--- config.mk ---
export PLATFORM = sky130hd
export DESIGN_NAME = sfpms_top
export DESIGN_NICKNAME = d
export VERILOG_FILES = /design/src/rtl/sfpms_pkg.sv /design/src/rtl/sfpms_sync_if.sv /design/src/rtl/sfpms_sync.sv /design/src/rtl/sfpms_top.sv
export SDC_FILE = /design/constraint.sdc
export NUM_CORES = 1
export LEC_CHECK = 0
export ABC_CLOCK_PERIOD_IN_PS = 2600
export BUFFER_PORTS_ARGS = -buffer_cell sky130_fd_sc_hd__buf_2
export CORE_ASPECT_RATIO = 0.5
export CORE_MARGIN = 5
export CORE_UTILIZATION = 58
export CTS_BUF_LIST = sky130_fd_sc_hd__clkbuf_4 sky130_fd_sc_hd__clkbuf_8
export CTS_CLUSTER_SIZE = 14
export DETAILED_ROUTE_END_ITERATION = 16
export HOLD_SLACK_MARGIN = 0.1
export PLACE_DENSITY = 0.78
export SLEW_MARGIN = 20
export SYNTH_ARGS = -nofsm -noshare
export SYNTH_HDL_FRONTEND = slang
export SYNTH_SLANG_ARGS = --single-unit
--- constraint.sdc ---
create_clock -name clk -period 2.6 [get_ports clk]
set_clock_uncertainty 0.2 [all_clocks]
set_input_delay 0.13 -clock clk [delete_from_list [all_inputs] [get_ports clk]]
set_output_delay 0.13 -clock clk [all_outputs]
set_load 0.02 [all_outputs]
--- src/rtl/sfpms_pkg.sv ---
/*
  Package for the serial flash power-up and mode select block.
  Assumes a 25 MHz system clock.
*/
package sfpms_pkg;
  localparam int unsigned CLK_HZ                  = 25000000;
  localparam int unsigned WRITE_PERMIT_DELAY_MS   = 20;
  localparam int unsigned WRITE_PERMIT_CYCLES     =
    (CLK_HZ / 1000) * WRITE_PERMIT_DELAY_MS;
  localparam int unsigned WP_CNT_W                = 20;
  localparam logic [7:0]  OPC_RESET_VAL           = 8'h00;
  localparam logic [2:0]  BIT_CNT_RESET_VAL       = 3'h0;
  localparam logic        MODE_DEFAULT            = 1'b1;
  localparam int unsigned SYNC_STAGES             = 3;
  typedef enum logic [1:0]
  {
    SFPMS_POR     = 2'b00,
    SFPMS_STANDBY = 2'b01,
    SFPMS_ACTIVE  = 2'b10
  } sfpms_pwr_t;
  typedef enum logic
  {
    SFPMS_MODE0 = 1'b0,
    SFPMS_MODE3 = 1'b1
  } sfpms_mode_t;
endpackage

--- src/rtl/sfpms_sync_if.sv ---
/*
  Interface carrying synchronised pin levels and edge pulses.
  Assumes one clock domain, clk.
*/
`timescale 1ns/1ps
`default_nettype none
interface sfpms_sync_if;
  logic level;
  logic rise;
  logic fall;
  modport src (output level, output rise, output fall);
  modport dst (input level, input rise, input fall);
endinterface
`default_nettype wire

--- src/rtl/sfpms_sync.sv ---
/*
  Three-stage pin synchroniser with edge detection.
  Assumes an asynchronous pin and a free-running clk.
*/
`timescale 1ns/1ps
`default_nettype none
module sfpms_sync
  import sfpms_pkg::*;
#(
  parameter logic RST_VAL = 1'b0
)
(
  input  wire logic    clk,
  input  wire logic    rst_n,
  input  wire logic    pin,
  sfpms_sync_if.src    sync
);
  logic [2:0] sh_r;
  logic       lvl_r;
  wire        agree = (sh_r[1] == sh_r[2]);
  always_ff @(posedge clk or negedge rst_n)
  begin
    if (!rst_n)
    begin
      sh_r  <= {3{RST_VAL}};
      lvl_r <= RST_VAL;
    end
    else
    begin
      sh_r <= {sh_r[1:0], pin};
      if (agree)
        lvl_r <= sh_r[2];
    end
  end
  assign sync.level = lvl_r;
  assign sync.rise  = agree && sh_r[2] && !lvl_r;
  assign sync.fall  = agree && !sh_r[2] && lvl_r;
endmodule
`default_nettype wire

--- src/rtl/sfpms_top.sv ---
/*
  Power-on state, mode select and command gating of a serial flash.
  Assumes por_n from an internal supply monitor; host drives cs, sck, si.
*/
`timescale 1ns/1ps
`default_nettype none
// Overview of operation
// - Default mode 3 after power-up or reset
// - Data output undriven after reset
// - Instruction starts only on select falling edge
// - Sample clock idle level at select fall
// - Ignore all commands during power-on reset
// - Refuse program/erase until permit delay ends
// - Rest in standby after power-up
// - Clock low means mode 0, high mode 3
// - Shift out on falling, capture on rising
module sfpms_top
  import sfpms_pkg::*;
(
  input  wire logic clk,
  input  wire logic rst_n,
  input  wire logic por_n,
  input  wire logic cs_n,
  input  wire logic sck,
  input  wire logic si,
  input  wire logic so_data,
  input  wire logic so_req,
  input  wire logic wr_cmd,
  output logic      so,
  output logic      so_oe,
  output logic      mode3,
  output logic      write_ok,
  output logic      cmd_valid,
  output logic [7:0] cmd_opcode,
  output logic      wr_discard,
  output logic      standby
);
  sfpms_sync_if cs_s ();
  sfpms_sync_if ck_s ();
  sfpms_sync_if si_s ();
  sfpms_pwr_t   pwr_r, pwr_nxt;
  logic [WP_CNT_W-1:0] wp_cnt_r;
  logic [2:0]   bit_cnt_r;
  logic [7:0]   sh_r;
  logic         mode3_r, so_r, so_oe_r, wok_r, cv_r, disc_r, armed_r, first_r, stby_r;
  logic [7:0]   opc_r;

  sfpms_sync #(.RST_VAL(1'b1)) u_cs
  (
    .clk   (clk),
    .rst_n (rst_n),
    .pin   (cs_n),
    .sync  (cs_s)
  );
  sfpms_sync #(.RST_VAL(1'b1)) u_ck
  (
    .clk   (clk),
    .rst_n (rst_n),
    .pin   (sck),
    .sync  (ck_s)
  );
  // Data in is a pin too, delayed like the clock
  sfpms_sync #(.RST_VAL(1'b1)) u_si
  (
    .clk   (clk),
    .rst_n (rst_n),
    .pin   (si),
    .sync  (si_s)
  );

  wire        por_act   = !por_n;
  wire        sel       = !cs_s.level && armed_r;
  wire        cap       = sel && ck_s.rise;
  wire        shift_out = sel && ck_s.fall;
  wire        byte_done = cap && (bit_cnt_r == 3'h7);
  wire [7:0]  byte_val  = {sh_r[6:0], si_s.level};
  wire        wp_done   = (wp_cnt_r == WP_CNT_W'(WRITE_PERMIT_CYCLES));

  always_comb
  begin
    pwr_nxt = pwr_r;
    unique case (pwr_r)
      SFPMS_POR:     pwr_nxt = por_act ? SFPMS_POR : SFPMS_STANDBY;
      SFPMS_STANDBY: pwr_nxt = por_act ? SFPMS_POR : (sel ? SFPMS_ACTIVE : SFPMS_STANDBY);
      SFPMS_ACTIVE:  pwr_nxt = por_act ? SFPMS_POR : (sel ? SFPMS_ACTIVE : SFPMS_STANDBY);
      default:       pwr_nxt = SFPMS_POR;
    endcase
  end
  wire        to_stby   = (pwr_nxt == SFPMS_STANDBY);

  always_ff @(posedge clk or negedge rst_n)
  begin
    if (!rst_n)
    begin
      pwr_r  <= SFPMS_POR;
      stby_r <= 1'b0;
    end
    else
    begin
      pwr_r  <= pwr_nxt;
      stby_r <= to_stby;
    end
  end

  always_ff @(posedge clk or negedge rst_n)
  begin
    if (!rst_n)
      wp_cnt_r <= '0;
    else if (por_act)
      wp_cnt_r <= '0;
    else if (!wp_done)
      wp_cnt_r <= wp_cnt_r + 1'b1;
  end

  always_ff @(posedge clk or negedge rst_n)
  begin
    if (!rst_n)
      mode3_r <= MODE_DEFAULT;
    else if (por_act)
      mode3_r <= MODE_DEFAULT;
    else if (cs_s.fall)
      mode3_r <= ck_s.level;
  end

  // arm only on select falling edge
  always_ff @(posedge clk or negedge rst_n)
  begin
    if (!rst_n)
      armed_r <= 1'b0;
    else if (por_act || cs_s.rise)
      armed_r <= 1'b0;
    else if (cs_s.fall)
      armed_r <= 1'b1;
  end

  always_ff @(posedge clk or negedge rst_n)
  begin
    if (!rst_n)
    begin
      sh_r      <= OPC_RESET_VAL;
      bit_cnt_r <= BIT_CNT_RESET_VAL;
      first_r   <= 1'b0;
    end
    else if (!sel)
    begin
      bit_cnt_r <= BIT_CNT_RESET_VAL;
      first_r   <= 1'b1;
    end
    else if (cap)
    begin
      sh_r      <= byte_val;
      bit_cnt_r <= bit_cnt_r + 1'b1;
      if (byte_done)
        first_r <= 1'b0;
    end
  end

  always_ff @(posedge clk or negedge rst_n)
  begin
    if (!rst_n)
    begin
      cv_r   <= 1'b0;
      opc_r  <= OPC_RESET_VAL;
      disc_r <= 1'b0;
      wok_r  <= 1'b0;
    end
    else
    begin
      cv_r   <= byte_done && first_r && !por_act;
      disc_r <= wr_cmd && !wp_done;
      wok_r  <= wp_done && !por_act;
      if (byte_done && first_r)
        opc_r <= byte_val;
    end
  end

  // output undriven until selected and requested
  always_ff @(posedge clk or negedge rst_n)
  begin
    if (!rst_n)
    begin
      so_r    <= 1'b0;
      so_oe_r <= 1'b0;
    end
    else
    begin
      so_oe_r <= sel && so_req && !por_act;
      if (shift_out)
        so_r <= so_data;
    end
  end

  assign so         = so_r;
  assign so_oe      = so_oe_r;
  assign mode3      = mode3_r;
  assign write_ok   = wok_r;
  assign cmd_valid  = cv_r;
  assign cmd_opcode = opc_r;
  assign wr_discard = disc_r;
  assign standby    = stby_r;

  write_gate_a: assert property (@(posedge clk) disable iff (!rst_n)
    write_ok |-> $past(wp_done));
  so_undriven_a: assert property (@(posedge clk) disable iff (!rst_n)
    so_oe |-> $past(sel));
  por_block_a: assert property (@(posedge clk) disable iff (!rst_n)
    $past(por_act) |-> !cmd_valid && !so_oe);
  // mode follows clock level at select fall
  mode_pick_a: assert property (@(posedge clk) disable iff (!rst_n)
    (cs_s.fall && !por_act) |=> (mode3 == $past(ck_s.level)));
  early_wr_a: assert property (@(posedge clk) disable iff (!rst_n)
    (wr_cmd && !wp_done) |=> wr_discard);
  // arming only after a select fall
  arm_cause_a: assert property (@(posedge clk) disable iff (!rst_n)
    $rose(armed_r) |-> $past(cs_s.fall));
  // standby after reset ends and idle
  idle_standby_a: assert property (@(posedge clk) disable iff (!rst_n)
    (!por_act && !sel) ##1 (!por_act && !sel) |=> standby);
  default_mode_a: assert property (@(posedge clk) disable iff (!rst_n)
    $past(por_act) |-> mode3);
endmodule
`default_nettype wire
### Yosys cells after proc, flatten, opt, wreduce, memory -nomap -nowiden

Index checks and enable logic that the tools add are counted.

| operators by class | value |
|---|---|
| add/subtract/negate cells | 2 |
| equality and inequality tests | 12 |
| multiplexer cells | 15 |
| reduce and logical (&&, ||, !) cells | 30 |

Operators by type and width:

| kind | number |
|---|---|
| $mux W20 | 2 |
| $add A20 B1 Y20 const B | 1 |
| $eq A20 B19 Y1 const B | 1 |
| $logic_and A1 B1 Y1 | 18 |
| $mux W1 | 8 |
| $logic_not A1 Y1 | 6 |
| $mux W3 | 2 |
| $ne A2 B1 Y1 const B | 3 |
| $eq A2 B1 Y1 const B | 2 |
| $mux W2 | 2 |
| $pmux W2 S2 | 1 |
| $reduce_and A2 Y1 | 2 |
| $add A3 B1 Y3 const B | 1 |
| $eq A1 B1 Y1 | 3 |
| $eq A3 B3 Y1 const B | 1 |
| $eq A2 B2 Y1 const B | 1 |
| $logic_not A2 Y1 | 1 |
| $ne A2 B2 Y1 const B | 1 |
| $reduce_bool A2 Y1 | 1 |
| $reduce_or A2 Y1 | 1 |
| $logic_or A1 B1 Y1 | 1 |

| word-level totals | value |
|---|---|
| register bits after elaboration | 61 |
| input port bits | 9 |
| output and inout bits | 15 |
| logic and storage cells | 79 |

### Depth between registers and ports, before layout

| depth | value |
|---|---|
| word-level depth | 8 |
| depth in mapped cells | 7 |
| depth with buffers taken out | 6 |

### By module

Synthesis repeated with hierarchy kept, for this count alone.

| unflattened totals | value |
|---|---|
| cells, all modules | 225 |
| area total of the unflattened synthesis | 2731.4 um^2 |

Modules (own cells, without submodules):

| module | times used | cells an instance | area an instance (um^2) | seq. area each (um^2) |
|---|---|---|---|---|
| sfpms_top | 1 | 192 | 2235.9 | 1227.4 |
| sfpms_sync | 3 | 11 | 165.2 | 105.1 |

### Least setup slack after synthesis

OpenSTA, ideal clock, no wires.

| timing path | value |
|---|---|
| path type | register to register |
| start | register u_ck.sh_r[1] |
| end | register opc_r[0] (netlist: cmd_opcode[0]) |
| setup time | 0.125 ns |
| arrival | 1.659 ns |
| required time | 2.275 ns |
| slack | 0.616 ns |
| stages on the path, launching flop included | 8 |
| buffers on the path | 2 |
| clock period less this slack | 1.984 ns |
| cells stage by stage | dfstp_2 -> ha_1 -> nand2b_1 -> buf_2 -> nor2_4 -> and3_1 -> buf_4 -> mux2_2 |

| on the way | value |
|---|---|
| word-level cells in the longest chain between the ends | 6 |

RTL lines:

| what | line | text |
|---|---|---|
| start: declaration | sfpms_sync.sv:18 | `logic [2:0] sh_r;` |
| start signal: assignment | sfpms_sync.sv:25 | `sh_r <= {3{RST_VAL}};` |
| start signal: assignment | sfpms_sync.sv:30 | `sh_r <= {sh_r[1:0], pin};` |
| $eq A1 B1 Y1 | sfpms_sync.sv:20 | `wire agree = (sh_r[1] == sh_r[2]);` |
| $logic_and A1 B1 Y1 (2 in series) | sfpms_sync.sv:36 | `assign sync.rise = agree && sh_r[2] && !lvl_r;` |
| $logic_and A1 B1 Y1 | sfpms_top.sv:73 | `wire cap = sel && ck_s.rise;` |
| $logic_and A1 B1 Y1 | sfpms_top.sv:75 | `wire byte_done = cap && (bit_cnt_r == 3'h7);` |
| $logic_and A1 B1 Y1 | sfpms_top.sv:172 | `if (byte_done && first_r)` |
| end signal: assignment | sfpms_top.sv:173 | `opc_r <= byte_val;` |
| end: declaration | sfpms_top.sv:46 | `logic [7:0] opc_r;` |

No other way between the ends.
A chain may end at the register's enable or synchronous reset.

### Final worst setup path

| timing path | value |
|---|---|
| start | register u_ck.sh_r[1] |
| end | register opc_r[2] (netlist: cmd_opcode[2]) |

The elaborated chain is that of the path after synthesis.

==> results.yml <==
run_status:
  status: "finished, final reports clean"
sta:
  setup_viol: 0
  setup-tns-final_ns: 0
  report.final.hold_viol_count: 0
  rsz0062_at_grt: "no"
  period_minus_slack_ns: 2.23
  max_slew_margin: 0.511
  timing.final.crit_share: 0.860
  worstMarginPinSlew_ns: 0.733
  max_freq_ghz: 0.447
  fin_ws_ns: 0.365
  drv_slew: 0
clock_network:
  htreeDepth: 3
  ctsLongestPathBuffers: 2
  post_cts_resized: 0
  root_buffer: "clkbuf_8"
  cts_hold_buf: 9
  post_cts_buffers: 0
  cts_tree: "built"
  clock_sinks: 61
  cts_buffers: 9
  clock_latency_ns: 0.33
  path_clk_slew_ns: 0.06
flow_run:
  max_cap_violations: 0
worst_setup_path:
  crit_required_ns: 2.62
  max_stage_delay_ns: 0.55
  crit_chain: "ha_1 -> nand2b_1 -> nor2_4 -> and3_1 -> mux2_2"
  path_max_fanout: 9
  r2r_start: "u_ck.sh_r[1]$_DFF_PN1_"
  start_kind: "register"
  rr_worst_depth: 5
  r2r_end: "cmd_opcode[2]$_DFFE_PN0P_"
  rrSetupSlack_ns: 0.37
  crit_type: "register to register"
  cp-startpoint: "u_ck.sh_r[1]$_DFF_PN1_"
  end_kind: "register"
  crit_slowest_cell: "dfstp_2"
  worstPathArrival_ns: 2.25
hold_path:
  hp-start: "u_cs.sh_r[0]$_DFF_PN1_"
  hold_path_class: "register to register"
  whs_path_depth: 0
  min_to: "u_cs.sh_r[1]$_DFF_PN1_"
cells_and_area:
  final_util: 0.713
  final_cell_mix: "48 x dfrtp_1, 23 x buf_2, 16 x mux2_2"
  nets: 282
  drive_above_1_share: 0.291
  antenna_cells: 0
  syn_to_final_growth_pct: 17.8
  layout_commonest_cell: "dfrtp_1"
  fillers: 304
synthesis:
  avgSynthCellArea_sq_um: 11.9
  synth_cells: 224
  seq_area_frac_synth: 0.576
  ys_ff_latch: 61
  syn_nets: 243
  synth.distinct_cells: 36
  synth_edf_count: 0
  synthArstFlopShare: 1.00
  synth_top_flop_cell: "dfrtp_1"
  netlist_area_sq_um: 2680
  yosysWarnings: 0
routing:
  ant_nets: 0
  dr.pass1.iters: 4
  drcViolationCount: 0
  avgViaCountPerCell: 5.47
  wire_per_inst_um: 14.1
  drt-total-wl_um: 4590
  drt_iter0_drc: 87
  vias: 1779
die:
  fp-row-count: 17
  die_y_um: 58.0
  core_area_sq_um: 4420
  ios: 24
  die_w_um: 106
  dieArea_sq_um: 6160
  start_util: 0.605
power:
  seqPwrFrac: 0.505
  clkPwrFrac: 0.439
  cellPowerDensity_nw_per_um2: 638
  power.internal_w: 0.00157
  p_switching_w: 0.000443
  power_leakage_nw: 1.49
  vdd_ir_drop_max_mv: 0.321
  p_sw_frac: 0.220
  finalPower_w: 0.00201
  comb_power_share: 0.056
global_route:
  grt_first_pass_wirelength_um: 8140
  grt_pass1_vias: 1808
  grtUsageTotal: 0.172
  overflow: 0
  antenna_found_initial: 0
  grt_max_degree: 62
placement:
  hpwl_um: 3040
  place_worst_setup_slack_ns: 0.357
  globalplace.congestion: 0.778
  numPortBuffers: 23
-- logic make-up after synthesis --
group,count (synthesis),share of synthesized area
muxes,20,0.0823
xor gates and xnor gates,10,0.0327
adders and majority gates,11,0.0505
and+or+nand+nor,81,0.184
DFF,61,0.576
buffers and inverters,18,0.0271
AOI/OAI and AO/OA,23,0.0468
-- worst max-delay path, delay by kind of cell (launching register included) --
kind,cells,cell delay (ns)
flip-flops,1,0.55
adder cells (fa/ha/maj),1,0.14
AND/OR/NAND/NOR,3,0.85
multiplexers,1,0.38
-- how the worst max path moves through the flow --
stage                                end
3_3_place_gp   cmd_opcode[7]$_DFFE_PN0P_
4_1_cts        cmd_opcode[2]$_DFFE_PN0P_
5_1_grt        cmd_opcode[6]$_DFFE_PN0P_
3_5_place_dp   cmd_opcode[2]$_DFFE_PN0P_
6_report       cmd_opcode[2]$_DFFE_PN0P_
2_1_floorplan  cmd_opcode[0]$_DFFE_PN0P_
-- state kept, by name (all words and copies together) (netlist names) --
register / count
armed_r: 1
bit_cnt_r: 3
cmd_opcode: 8
cmd_valid: 1
first_r: 1
mode3: 1
pwr_r: 2
sh_r: 7
so: 1
so_oe: 1
standby: 1
u_ck.sh_r: 3
u_ck.sync.level: 1
u_cs.sh_r: 3
u_cs.sync.level: 1
u_si.sh_r: 3
u_si.sync.level: 1
wp_cnt_r: 20
wr_discard: 1
write_ok: 1
-- power groups by stage --
stage / Clock (W) / Sequential [W] / Combinational, W
5_1_grt: 0.000956 / 0.00102 / 0.000127
3_5_place_dp: 0 / 0.00103 / 0.000104
2_1_floorplan: 0 / 0.00103 / 0.0000518
6_report: 0.000884 / 0.00102 / 0.000112
3_3_place_gp: 0 / 0.00103 / 0.0000982
4_1_cts: 0.000902 / 0.00102 / 0.000115
-- cells in the mapped netlist, types with 4 or more instances --
cell type	instances	area (sq um)
mux2_2	16	180
xnor2_1	5	43.8
nand2_1	15	56.3
ha_1	10	125
dfstp_2	13	342
dfrtp_1	48	1200
or4_1	4	30.0
nor3_1	4	20.0
inv_1	13	48.8
a21oi_1	10	50.1
mux2i_1	4	40.0
or3_1	4	25.0
nand3_1	12	60.1
nor2_1	14	52.6
o31ai_1	4	30.0
xor2_1	5	43.8
o21ai_0	9	45.0
-- metal layers --
layer / wire [um] / global-route usage / vias to the layer above
met5: 0 / 0 / -
met4: 97 / 0.0812 / 0
met3: 202 / 0.0667 / 12
met2: 2270 / 0.291 / 34
met1: 2030 / 0.196 / 872
li1: - / - / 861
-- metrics by stage --
stage	instance area [sq um]	instances	hold WS [ns]
after floorplan	2680	224	-0.366
after global placement	2850	300	0.0356
after detailed placement	2850	300	0.0362
after CTS	3150	325	0.152
after global routing	3150	325	0.153
final	3150	325	0.149
-- final cells by class --
cell class	instances	area, sq um	share of cell area
sequential	61	1540	0.489
inverter	13	48.8	0.0155
clock buffer	13	173	0.0548
clock inverter	3	43.8	0.0139
timing repair buffer	33	213	0.0675
multi-input combinational	145	1060	0.337
tap	57	71.3	0.0226
Power figures use the tool's default switching activity.
